$ cat src/logic/hpfo_defines.svh
// Register offsets, field positions and reset values of the filter/orientation bank.
// Assumes inclusion by bare name from the package and the design.
`ifndef HPFO_DEFINES_SVH
`define HPFO_DEFINES_SVH
`define HPFO_ADDR_DATA_CFG 8'h0E
`define HPFO_ADDR_HP_CUT 8'h0F
`define HPFO_ADDR_OR_STAT 8'h10
`define HPFO_ADDR_OR_CFG 8'h11
`define HPFO_BIT_HP_OUT 4
`define HPFO_BIT_PULSE_BYP 5
`define HPFO_BIT_PULSE_LPF 4
`define HPFO_BIT_CHANGED 7
`define HPFO_BIT_ZTILT 6
`define HPFO_BIT_DBC_MODE 7
`define HPFO_BIT_OR_EN 6
`define HPFO_DATA_CFG_MASK 8'h13
`define HPFO_HP_CUT_MASK 8'h33
`define HPFO_OR_CFG_MASK 8'hC0
`define HPFO_RST_DATA_CFG 8'h00
`define HPFO_RST_HP_CUT 8'h00
`define HPFO_RST_OR_CFG 8'h80
`endif

$ cat src/logic/hpfo_pkg.sv
// Types shared by the filter/orientation register bank.
// Assumes hpfo_defines.svh is on the include path.
package hpfo_pkg;
    `include "hpfo_defines.svh"
    typedef enum logic [1:0] {
        HPFO_OSR_NORMAL = 2'b00,
        HPFO_OSR_LNLP = 2'b01,
        HPFO_OSR_HIRES = 2'b10,
        HPFO_OSR_LOWPWR = 2'b11
    } hpfo_osr_e;
    typedef struct packed {
        logic [11:0] x;
        logic [11:0] y;
        logic [11:0] z;
    } hpfo_sample_s;
    typedef struct packed {
        logic z_tilt_hold;
        logic [1:0] portrait_landscape_code;
        logic back_front_code;
    } hpfo_orient_s;
endpackage

$ cat src/logic/hpfo_regs.sv
// High-pass filter and orientation configuration/status registers.
// Assumes a serial register engine on SYS_CLK giving one-cycle read and write strobes,
// and filter and orientation-detector datapaths on the same clock.
`timescale 1ns/1ns
`include "hpfo_defines.svh"

module hpfo_regs #(
    parameter int SAMPLE_W = 12
) (
    input wire logic SYS_CLK,
    input wire logic RSTN,
    input wire logic [7:0] REG_ADDR,
    input wire logic REG_WR,
    input wire logic [7:0] REG_WDATA,
    input wire logic REG_RD,
    output logic [7:0] REG_RDATA,
    input wire logic [2:0] ODR_SEL,
    input wire hpfo_pkg::hpfo_osr_e OSR_MODE,
    output logic [3:0] HP_CUTOFF_SHIFT,
    output logic PULSE_HP_BYPASS,
    output logic PULSE_LP_ENABLE,
    input wire logic SAMPLE_VALID,
    input wire hpfo_pkg::hpfo_sample_s RAW_SAMPLE,
    input wire hpfo_pkg::hpfo_sample_s HP_SAMPLE,
    output hpfo_pkg::hpfo_sample_s OUT_SAMPLE,
    output logic OUT_VALID,
    input wire logic ACTIVE,
    input wire logic WAKE,
    input wire logic DET_VALID,
    input wire hpfo_pkg::hpfo_orient_s DET_ORIENT,
    input wire logic DET_OVER_LIMIT,
    input wire logic [7:0] DEBOUNCE_LIMIT,
    input wire logic ORIENT_IRQ_ENABLE,
    output logic ORIENT_IRQ_SOURCE,
    output logic [7:0] DEBOUNCE_COUNT
);
    import hpfo_pkg::*;

    // The packed sample type carries 12-bit axes only, so other widths are refused here.
    if (SAMPLE_W != 12) begin : g_bad_width
        $error("hpfo_regs supports only 12-bit samples");
    end

    // ==========================================================
    // Register writes
    logic [7:0] data_cfg_q, data_cfg_d;
    logic [7:0] hp_cut_q, hp_cut_d;
    logic [7:0] or_cfg_q, or_cfg_d;

    // Writes to the status register and to unmapped addresses fall through and are dropped.
    always_comb begin
        data_cfg_d = data_cfg_q;
        hp_cut_d = hp_cut_q;
        or_cfg_d = or_cfg_q;
        if (REG_WR) begin
            case (REG_ADDR)
                `HPFO_ADDR_DATA_CFG: data_cfg_d = REG_WDATA & `HPFO_DATA_CFG_MASK;
                `HPFO_ADDR_HP_CUT: hp_cut_d = REG_WDATA & `HPFO_HP_CUT_MASK;
                `HPFO_ADDR_OR_CFG: or_cfg_d = REG_WDATA & `HPFO_OR_CFG_MASK;
                default: ;
            endcase
        end
    end

    always_ff @(posedge SYS_CLK) begin
        if (!RSTN) begin
            data_cfg_q <= `HPFO_RST_DATA_CFG;
            hp_cut_q <= `HPFO_RST_HP_CUT;
            or_cfg_q <= `HPFO_RST_OR_CFG;
        end else begin
            data_cfg_q <= data_cfg_d;
            hp_cut_q <= hp_cut_d;
            or_cfg_q <= or_cfg_d;
        end
    end

    // ==========================================================
    // Filter control
    // The cutoff is 16 Hz divided by two to the power of the shift.
    // Each table gives the shift of selection code 00 per data rate; the code is added on top.
    function automatic logic [3:0] rate_shift(input logic [2:0] odr, input hpfo_osr_e osr);
        logic [3:0] s;
        s = 4'h0;
        case (osr)
            HPFO_OSR_HIRES: begin
                s = 4'h0;
            end
            HPFO_OSR_LOWPWR: begin
                case (odr)
                    3'h0: s = 4'h0;
                    3'h1: s = 4'h1;
                    3'h2: s = 4'h2;
                    3'h3: s = 4'h3;
                    3'h4: s = 4'h4;
                    default: s = 4'h6;
                endcase
            end
            HPFO_OSR_LNLP: begin
                case (odr)
                    3'h0: s = 4'h0;
                    3'h1: s = 4'h0;
                    3'h2: s = 4'h1;
                    3'h3: s = 4'h2;
                    3'h4: s = 4'h3;
                    default: s = 4'h5;
                endcase
            end
            default: begin
                case (odr)
                    3'h0: s = 4'h0;
                    3'h1: s = 4'h0;
                    3'h2: s = 4'h1;
                    3'h3: s = 4'h2;
                    default: s = 4'h3;
                endcase
            end
        endcase
        return s;
    endfunction

    logic [3:0] shift_q, shift_d;
    hpfo_sample_s out_q, out_d;
    logic out_vld_q, out_vld_d;

    // Output source is muxed per axis, but all three axes follow the one HPFO_BIT_HP_OUT bit of data_cfg_q.
    logic [3*SAMPLE_W-1:0] raw_bits;
    logic [3*SAMPLE_W-1:0] hp_bits;
    logic [3*SAMPLE_W-1:0] pick_bits;

    assign raw_bits = RAW_SAMPLE;
    assign hp_bits = HP_SAMPLE;

    for (genvar ax = 0; ax < 3; ax++) begin : g_axis
        assign pick_bits[ax*SAMPLE_W +: SAMPLE_W] = data_cfg_q[`HPFO_BIT_HP_OUT]
            ? hp_bits[ax*SAMPLE_W +: SAMPLE_W] : raw_bits[ax*SAMPLE_W +: SAMPLE_W];
    end

    // The shift is registered so the filter taps never see a half-updated selection.

    always_comb begin
        shift_d = rate_shift(ODR_SEL, OSR_MODE) + {2'b00, hp_cut_q[1:0]};
        out_d = out_q;
        out_vld_d = SAMPLE_VALID;
        if (SAMPLE_VALID) begin
            out_d = hpfo_sample_s'(pick_bits);
        end
    end

    always_ff @(posedge SYS_CLK) begin
        if (!RSTN) begin
            shift_q <= 4'h0;
            out_q <= '0;
            out_vld_q <= 1'b0;
        end else begin
            shift_q <= shift_d;
            out_q <= out_d;
            out_vld_q <= out_vld_d;
        end
    end

    assign HP_CUTOFF_SHIFT = shift_q;
    assign OUT_SAMPLE = out_q;
    assign OUT_VALID = out_vld_q;
    assign PULSE_HP_BYPASS = hp_cut_q[`HPFO_BIT_PULSE_BYP];
    assign PULSE_LP_ENABLE = hp_cut_q[`HPFO_BIT_PULSE_LPF];

    // ==========================================================
    // Orientation tracking
    hpfo_orient_s orient_q, orient_d;
    logic changed_q, changed_d;
    logic first_q, first_d;
    logic active_q, active_d;
    logic wake_q, wake_d;
    logic [7:0] dbc_q, dbc_d;
    logic stat_rd;
    logic det_on;
    logic accept;

    assign stat_rd = REG_RD && (REG_ADDR == `HPFO_ADDR_OR_STAT);
    assign det_on = or_cfg_q[`HPFO_BIT_OR_EN];

    always_comb begin
        orient_d = orient_q;
        dbc_d = dbc_q;
        first_d = first_q;
        active_d = ACTIVE;
        wake_d = WAKE;
        accept = 1'b0;
        changed_d = changed_q;
        if (stat_rd) begin
            changed_d = 1'b0;
        end
        // Activation is remembered even while detection is off, until a result is taken.
        if (ACTIVE && !active_q) begin
            first_d = 1'b1;
        end
        // Results taken while disabled, in standby or over the g limit touch nothing.
        if (DET_VALID && det_on && ACTIVE && !DET_OVER_LIMIT) begin
            if (first_q) begin
                accept = 1'b1;
                first_d = 1'b0;
                dbc_d = 8'h00;
            end else if (DET_ORIENT != orient_q) begin
                if (dbc_q >= DEBOUNCE_LIMIT) begin
                    accept = 1'b1;
                    dbc_d = 8'h00;
                end else begin
                    dbc_d = dbc_q + 8'h01;
                end
            end else if (or_cfg_q[`HPFO_BIT_DBC_MODE]) begin
                dbc_d = 8'h00;
            end else if (dbc_q != 8'h00) begin
                dbc_d = dbc_q - 8'h01;
            end
        end
        // A detection in the cycle of a clearing read sets the flag again, so no change is lost.
        if (accept) begin
            // Codes track the detector even while the flag is pending.
            orient_d = DET_ORIENT;
            if (first_q || DET_ORIENT != orient_q) begin
                changed_d = 1'b1;
            end
        end
        // A change of the wake level since the last edge is a wake/sleep transition.
        if (WAKE != wake_q) begin
            dbc_d = 8'h00;
        end
    end

    always_ff @(posedge SYS_CLK) begin
        if (!RSTN) begin
            orient_q <= '0;
            changed_q <= 1'b0;
            first_q <= 1'b0;
            active_q <= 1'b0;
            wake_q <= 1'b0;
            dbc_q <= 8'h00;
        end else begin
            orient_q <= orient_d;
            changed_q <= changed_d;
            first_q <= first_d;
            active_q <= active_d;
            wake_q <= wake_d;
            dbc_q <= dbc_d;
        end
    end

    // Combinational so the source drops in the same cycle that the clearing read lands.
    assign ORIENT_IRQ_SOURCE = changed_q && ORIENT_IRQ_ENABLE;
    assign DEBOUNCE_COUNT = dbc_q;

    // ==========================================================
    // Register reads
    logic [7:0] rdata_q, rdata_d;
    logic [7:0] stat_word;

    assign stat_word = {changed_q, orient_q.z_tilt_hold, 3'b000,
        orient_q.portrait_landscape_code, orient_q.back_front_code};

    // Read data is registered and held until the next read strobe.

    always_comb begin
        rdata_d = rdata_q;
        if (REG_RD) begin
            case (REG_ADDR)
                `HPFO_ADDR_DATA_CFG: rdata_d = data_cfg_q;
                `HPFO_ADDR_HP_CUT: rdata_d = hp_cut_q;
                `HPFO_ADDR_OR_STAT: rdata_d = stat_word;
                `HPFO_ADDR_OR_CFG: rdata_d = or_cfg_q;
                default: rdata_d = 8'h00;
            endcase
        end
    end

    always_ff @(posedge SYS_CLK) begin
        if (!RSTN) begin
            rdata_q <= 8'h00;
        end else begin
            rdata_q <= rdata_d;
        end
    end

    assign REG_RDATA = rdata_q;
endmodule

$ cat config.mk
export PLATFORM = sky130hd
export DESIGN_NAME = hpfo_regs
export DESIGN_NICKNAME = d
export VERILOG_FILES = /design/src/logic/hpfo_pkg.sv /design/src/logic/hpfo_regs.sv
export VERILOG_INCLUDE_DIRS = /design/src /design/src/logic
export SDC_FILE = /design/constraint.sdc
export NUM_CORES = 1
export LEC_CHECK = 0
export BUFFER_PORTS_ARGS = -buffer_cell sky130_fd_sc_hd__buf_4
export CORE_MARGIN = 4
export CORE_UTILIZATION = 47
export DETAILED_ROUTE_END_ITERATION = 12
export GPL_ROUTABILITY_DRIVEN = 0
export MAX_ROUTING_LAYER = met4
export PLACE_DENSITY = 0.8
export REMOVE_ABC_BUFFERS = 1
export SETUP_SLACK_MARGIN = 0.2
export SYNTH_ARGS = -nofsm -noshare
export SYNTH_HDL_FRONTEND = slang
export SYNTH_SLANG_ARGS = --single-unit
$ cat constraint.sdc
create_clock -name SYS_CLK -period 2.3 [get_ports SYS_CLK]
set_input_delay 0.23 -clock SYS_CLK [delete_from_list [all_inputs] [get_ports SYS_CLK]]
set_output_delay 0.23 -clock SYS_CLK [all_outputs]
set_load 0.02 [all_outputs]
==> key figures, run 1 <==
Cells and area
  – Area growth, synth to finish: 41.97%
  – Most common cell after layout, fill and taps aside: buf_4
  – NumNets Final: 700
  – Fraction of layout instances using a drive strength above 1: approximately a third
  – Fill count: 635
  – Ant diodes: 0
  – Commonest cells after routing, fill and taps aside: buf_4, dfxtp_1, nand2_1

Logic synthesis
  – Async SR Flop Fraction: 0%
  – Seq cells post-synth: between 70 and 80
  – Syn_area_per_cell: 9.257 µm²
  – Sequential share of the synthesized area: between 30% and 40%
  – Post-Synthesis Cell Area: around 3800 µm²
  – EDFF count, synth: 0
  – Synth Flop Type: dfxtp_1
  – Synth cell types: 49
  – Synth warn: 0
  – Synth Instances: 409

Die
  – Die width: 97.75 µm
  – Core ar.: slightly below 8000 µm²
  – Starting Density: about half
  – Die H: 97.75 µm
  – Row cnt: 32
  – DIE AREA: 9555 µm²
  – IO Pins: 175

Place
  – DP Wirelength: 7803 µm
  – Buffers added on ports: 171

Routing
  – Drt total wl: 10,280 µm
  – Drt wl/cell: approximately 15 µm
  – Via density: 5.310
  – DRC viols: 0
  – DR iter-0 viols: 80
  – ANT nets after route: 0
  – DRT Pass-1 Iters: 4
  – DR vias: around 3,600

Critical path
  – R2r worst-path depth: 7
  – Crit-path slowest cell: dfxtp_2
  – Max incr delay on CP: 410 ps
  – Critical Path RT: 2560 ps
  – Crit-path cells: ha_1 -> and3_1 -> o21ai_0 -> a31o_2 -> a32oi_1 -> a21o_1 -> a211oi_1
  – Reg2reg end: DEBOUNCE_COUNT[1]
  – Critical Path AT: approximately 2200 ps
  – Crit Path Max Fanout: 9
  – Setup slack, reg-to-reg: about 320 ps
  – Crit start category: flop
  – Critical path type: reg2reg
  – Critical R2R Launch: DEBOUNCE_COUNT[2]
  – Crit end category: flop

Global routing
  – Pin count of the biggest net entering global routing: 74
  – Initial antenna violation count: 0
  – Total congestion overflow: 0
  – Wire length of the first global-routing pass: 16,700 µm
  – Number of global-route vias before repair: 3,621
  – GRT Util Overall: 21.83%

Power
  – Clk network pwr share: 39.4%
  – P_int: 2.284 mW
  – Switching power: between 700 and 800 µW
  – Leak: 2.539 nW
  – Seq pwr share: between 40% and 50%
  – Worst VDD drop: 0.0003521 V
  – Pwr Density: 558.9 nW/µm²
  – Combinational share of power: 15.9%
  – Sw Ratio: 23.96%

Clock tree
  – Clock-pin slew on the worst setup and hold paths: 80 ps
  – Clk buf depth: 2
  – Worst-Skew Late Latency: between 300 and 400 ps
  – Root Buffer: clkbuf_8
  – Num CTS Buffers: 9
  – TritonCTS Sinks: 73
  – TritonCTS clock tree: yes
  – H-tree Lvls: 3

Worst hold path
  – Worst hold path endpoint: or_cfg_q[7]
  – Number of cells on the worst hold path: 3
  – Hold WC Path Type: in2reg
  – Worst Hold Launch: REG_WDATA[7]

Timing
  – Minimum clock period: 1984 ps
  – Fin Setup TNS: 0 ps
  – Hold WS: 112.0 ps
  – Final Hold Fails: 0
  – Relative slew slack: ~57%
  – Clock Skews: 8.893 ps
  – Slew at the pin closest to its max-slew limit: 652.1 ps
  – Setup violators final: 0
  – RSZ-0062 raised after global routing: no
  – Tcrit/Tclk final: 86.25%
  – Max Clk Rate: 0.5041 GHz
  – Max Slew Vio Count: 0

Status
  – Outcome: finished clean

Flow run
  – Number of max-cap violations: 0
-- cells by family after synthesis --
family | synth area share, %
AOI/OAI and AO/OA | 19.46
DFF | 38.60
muxes | 12.00
other | 0.09905
xor gates and xnor gates | 2.776
adders and majority gates | 4.825
and+or+nand+nor | 17.85
buffers and inverters | 4.395
-- synth_stat cells (all sizes together), types with 2 or more instances --
| library cell | instances | share of area (%) |
|---|---|---|
| a211oi | 2 | 0.40 |
| a21boi | 12 | 2.4 |
| a21o | 2 | 0.40 |
| a21oi | 13 | 1.8 |
| a22oi | 3 | 0.59 |
| a31o | 2 | 0.46 |
| and2 | 9 | 1.5 |
| and3 | 5 | 0.83 |
| buf | 8 | 1.3 |
| clkbuf | 18 | 1.8 |
| dfxtp | 73 | 39 |
| ha | 13 | 4.3 |
| inv | 13 | 1.3 |
| mux2 | 3 | 0.89 |
| mux2i | 42 | 11 |
| nand2 | 60 | 5.9 |
| nand2b | 5 | 0.83 |
| nand3 | 14 | 1.9 |
| nand4 | 6 | 0.99 |
| nor2 | 10 | 0.99 |
| nor2b | 13 | 2.1 |
| nor3 | 3 | 0.40 |
| nor3b | 3 | 0.59 |
| nor4b | 2 | 0.46 |
| o211a | 36 | 9.5 |
| o211ai | 2 | 0.40 |
| o21a | 3 | 0.59 |
| o21ai | 5 | 0.66 |
| o22ai | 3 | 0.50 |
| or3 | 2 | 0.33 |
| xnor2 | 11 | 2.5 |
-- final cells by class --
class / instances / area [µm²] / share of cell area (%)
flip-flops and latches: 73 / 1465 / 27.26
multi-input cells: 297 / 2161 / 40.20
well taps: 102 / 127.6 / 2.374
clock buffers: 9 / 123.9 / 2.304
clock inverters: 6 / 107.6 / 2.002
inverters: 13 / 48.80 / 0.9078
repair buffers: 177 / 1341 / 24.95
-- registers in the layout (all words and copies together), names as in the netlist, 2 cells and up --
register / flops
DEBOUNCE_COUNT: 8
or_cfg_q: 2
OUT_SAMPLE: 36
HP_CUTOFF_SHIFT: 4
REG_RDATA: 7
orient_q: 4
hp_cut_q: 4
data_cfg_q: 3
-- power by group through the flow --
stage / clock [mW] / combinational [mW] / sequential (mW)
2_1_floorplan: 0 / 0.125 / 1.43
3_5_place_dp: 0 / 0.477 / 1.37
3_3_place_gp: 0 / 0.465 / 1.37
5_1_grt: 1.27 / 0.518 / 1.35
6_report: 1.18 / 0.476 / 1.34
4_1_cts: 1.20 / 0.479 / 1.34
-- per-stage QoR --
stage / area, µm² / power, mW / instances / utilization, % / setup slack [ps]
after floorplan: 3669 / 1.552 / 383 / - / 181.2
after global placement: 5139 / 1.833 / 662 / 66.16 / 300.0
after detailed placement: 5139 / 1.847 / 662 / 66.16 / 259.0
after CTS: 5371 / 3.024 / 677 / 69.15 / 203.5
after global routing: 5375 / 3.133 / 677 / 69.20 / 212.6
final: 5375 / 3.004 / 677 / 69.20 / 316.3
-- how the worst max path moves through the flow --
stage	start	slack, ps	endpoint	cells past startpoint
after floorplan	DEBOUNCE_COUNT[0]	180	orient_q[0]	8
after global placement	DEBOUNCE_COUNT[2]	300	DEBOUNCE_COUNT[1]	7
after detailed placement	DEBOUNCE_COUNT[2]	260	DEBOUNCE_COUNT[1]	7
after CTS	DEBOUNCE_COUNT[1]	200	DEBOUNCE_COUNT[1]	7
after global routing	DEBOUNCE_COUNT[2]	210	DEBOUNCE_COUNT[1]	7
final	DEBOUNCE_COUNT[2]	320	DEBOUNCE_COUNT[1]	7
-- timing repair --
item | 4_1_cts | 5_1_grt
buffers inserted | 0 | 0
hold buffers | 0 | 0
gates resized for setup | 1 | 2
pin swaps | 0 | 3
endpoints found under the setup margin | 1 | 11
-- metal layers --
| layer | up-vias | track usage, % | routed length (µm) |
|---|---|---|---|
| li1 | 1781 | - | - |
| met4 | 0 | 6.709 | 152 |
| met1 | 1663 | 25.32 | 4144 |
| met2 | 138 | 36.74 | 5205 |
| met3 | 13 | 6.143 | 780 |
| met5 | - | - | 0 |
-- critical path: cells and delay by family (launching register included) --
| kind | cells | cell delay (ps) |
|---|---|---|
| compound gates | 5 | 1050 |
| flops | 1 | 410 |
| simple gates | 1 | 180 |
| fa+ha+maj | 1 | 270 |
Power figures use the tool's default switching activity.
==> inputs of run 2 (changes only) <==
Settings changed: CAP_MARGIN set to 20, RECOVER_POWER set to 25.
==> key figures, run 2 (synthesis results as in run 1) <==
Routing
  – DRT Pass-1 Iters: 4 (unchanged)
  – ANT nets after route: 0 (unchanged)
  – Drt wl/cell: 15.18 µm (was 15.19 µm)
  – Via density: 5.347 (was 5.310)
  – DR iter-0 viols: 76 (was 80)
  – DRC viols: 0 (unchanged)
  – Drt total wl: 10,280 µm (about the same)
  – DR vias: 3,620 (was 3,595)

Critical path
  – Crit-path cells: ha_1 -> and3_1 -> o21ai_0 -> a31o_2 -> a32oi_1 -> a21o_1 -> a211oi_1 (unchanged)
  – Crit-path leading delay family: compound AO/OA/AOI/OAI gates (unchanged)
  – Worst path bufs/invs: 0 (unchanged)
  – Crit start category: flop (unchanged)
  – Critical Path AT: 2240 ps (about the same)
  – Setup slack, reg-to-reg: 310 ps (was 320 ps)
  – Max incr delay on CP: 410 ps (about the same)
  – Crit end category: flop (unchanged)
  – Critical Path RT: 2560 ps (about the same)
  – Crit Path Max Fanout: 9 (unchanged)
  – Crit-path slowest cell: dfxtp_2 (unchanged)
  – Critical path type: reg2reg (unchanged)

Timing
  – Minimum clock period: 1986 ps (was 1984 ps)
  – Slew at the pin closest to its max-slew limit: 1135 ps (was 652.1 ps)
  – Relative slew slack: 24.33% (was 56.53%)
  – RSZ-0062 raised after global routing: no (unchanged)
  – Max Slew Vio Count: 0 (unchanged)
  – Setup violators final: 0 (unchanged)
  – Final Hold Fails: 0 (unchanged)
  – Clock Skews: 8.351 ps (was 8.893 ps)
  – Fin Setup TNS: 0 ps (unchanged)
  – Post-route setup slack: 314.1 ps (was 316.3 ps)
  – Max Clk Rate: 0.5036 GHz (was 0.5041 GHz)
  – Tcrit/Tclk final: 86.34% (was 86.25%)
  – Hold WS: 111.1 ps (was 112.0 ps)

Place
  – DP Wirelength: 7803 µm (unchanged)
  – Buffers added on ports: 171 (unchanged)
  – DP Worst Slack: 259.0 ps (unchanged)

Die
  – Starting Density: 48.74% (unchanged)
  – Row cnt: 32 (unchanged)
  – IO Pins: 175 (unchanged)
  – DIE AREA: 9555 µm² (unchanged)
  – Core ar.: 7767 µm² (unchanged)
  – Die width: 97.75 µm (unchanged)
  – Die H: 97.75 µm (unchanged)

Flow run
  – Number of max-cap violations: 0 (unchanged)

Clock tree
  – Clk buf depth: 2 (unchanged)
  – TritonCTS Sinks: 73 (unchanged)
  – Worst-Skew Late Latency: 340 ps (about the same)
  – H-tree Lvls: 3 (unchanged)
  – TritonCTS clock tree: yes (unchanged)
  – Clock-pin slew on the worst setup and hold paths: 80 ps (about the same)
  – Num CTS Buffers: 9 (unchanged)
  – Root Buffer: clkbuf_8 (unchanged)
  – Cts hold-fix bufs: 0 (unchanged)

Power
  – Pwr Density: 566.4 nW/µm² (was 558.9 nW/µm²)
  – Leak: 2.425 nW (was 2.539 nW)
  – Worst VDD drop: 0.0003493 V (was 0.0003521 V)

Cells and area
  – Max FFs per register: 36 (unchanged)
  – Area growth, synth to finish: 39.13% (was 41.97%)
  – NumNets Final: 700 (unchanged)
  – Fraction of layout instances using a drive strength above 1: 30.43% (was 35.30%)
  – Commonest cells after routing, fill and taps aside: buf_4, dfxtp_1, nand2_1 (unchanged)
  – Most common cell after layout, fill and taps aside: buf_4 (unchanged)
  – Fill count: 665 (was 635)
  – Layout Utilization: 67.82% (was 69.20%)
  – Ant diodes: 0 (unchanged)

Global routing
  – Wire length of the first global-routing pass: 16,700 µm (unchanged)
  – Total congestion overflow: 0 (unchanged)
  – Pin count of the biggest net entering global routing: 74 (unchanged)
  – Initial antenna violation count: 0 (unchanged)
  – Number of global-route vias before repair: 3,621 (unchanged)
  – GRT Util Overall: 21.83% (unchanged)

Worst hold path
  – Hold WC Path Type: in2reg (unchanged)

Status
  – Outcome: finished clean (unchanged)
## run 2: worst paths after layout
path | startpoint | end | cells after the start
worst max-delay path | DEBOUNCE_COUNT[2] | DEBOUNCE_COUNT[1] | 7
worst min-delay path | REG_WDATA[7] | or_cfg_q[7] | 3
worst max register to register | DEBOUNCE_COUNT[2] | DEBOUNCE_COUNT[1] | 7
worst min register to register | data_cfg_q[0] | data_cfg_q[0] | 2
## run 2: per-layer routing
metal	part of all wire [%]	GRT usage, %	wire length (µm)
met1	41	25.32	4165
met2	50	36.74	5138
met3	8.0	6.143	818
met4	1.5	6.709	152
met5	0	-	0
## run 2: stage by stage
stage / power (mW) / std cells / area (µm²)
global placement: 1.833 / 662 / 5139
global route: 3.112 / 677 / 5268
floorplan: 1.552 / 383 / 3669
finish: 2.984 / 677 / 5268
detailed placement: 1.847 / 662 / 5139
CTS: 3.024 / 677 / 5371
## run 2: area by class of cell
class / instances / area [µm²] / area share [%]
well taps: 102 / 127.6 / 2.423
inverters: 13 / 48.80 / 0.9264
clock inverters: 6 / 107.6 / 2.043
clock buffers: 9 / 123.9 / 2.352
flip-flops and latches: 73 / 1465 / 27.81
multi-input cells: 297 / 2161 / 41.02
repair buffers: 177 / 1234 / 23.42
## run 2: what timing repair did
item / in CTS / in global routing
pin swaps: 0 / 3
gates resized for setup: 1 / 2
setup buffers: 0 / 0
setup endpoints to repair: 1 / 11
## run 2: where the power goes
group	internal [mW]	switching [mW]	leakage, nW
Clock	0.711	0.476	0.115
Sequential	1.31	0.0277	0.601
Combinational	0.238	0.217	1.71
Total	2.26	0.720	2.43
## run 2: worst register-to-register path, delay by kind of cell (launching register included)
kind | cells | cell delay [ps]
adder cells (fa/ha/maj) | 1 | 270
AND/OR/NAND/NOR | 1 | 180
AO/OA/AOI/OAI | 5 | 1050
flip-flops | 1 | 410
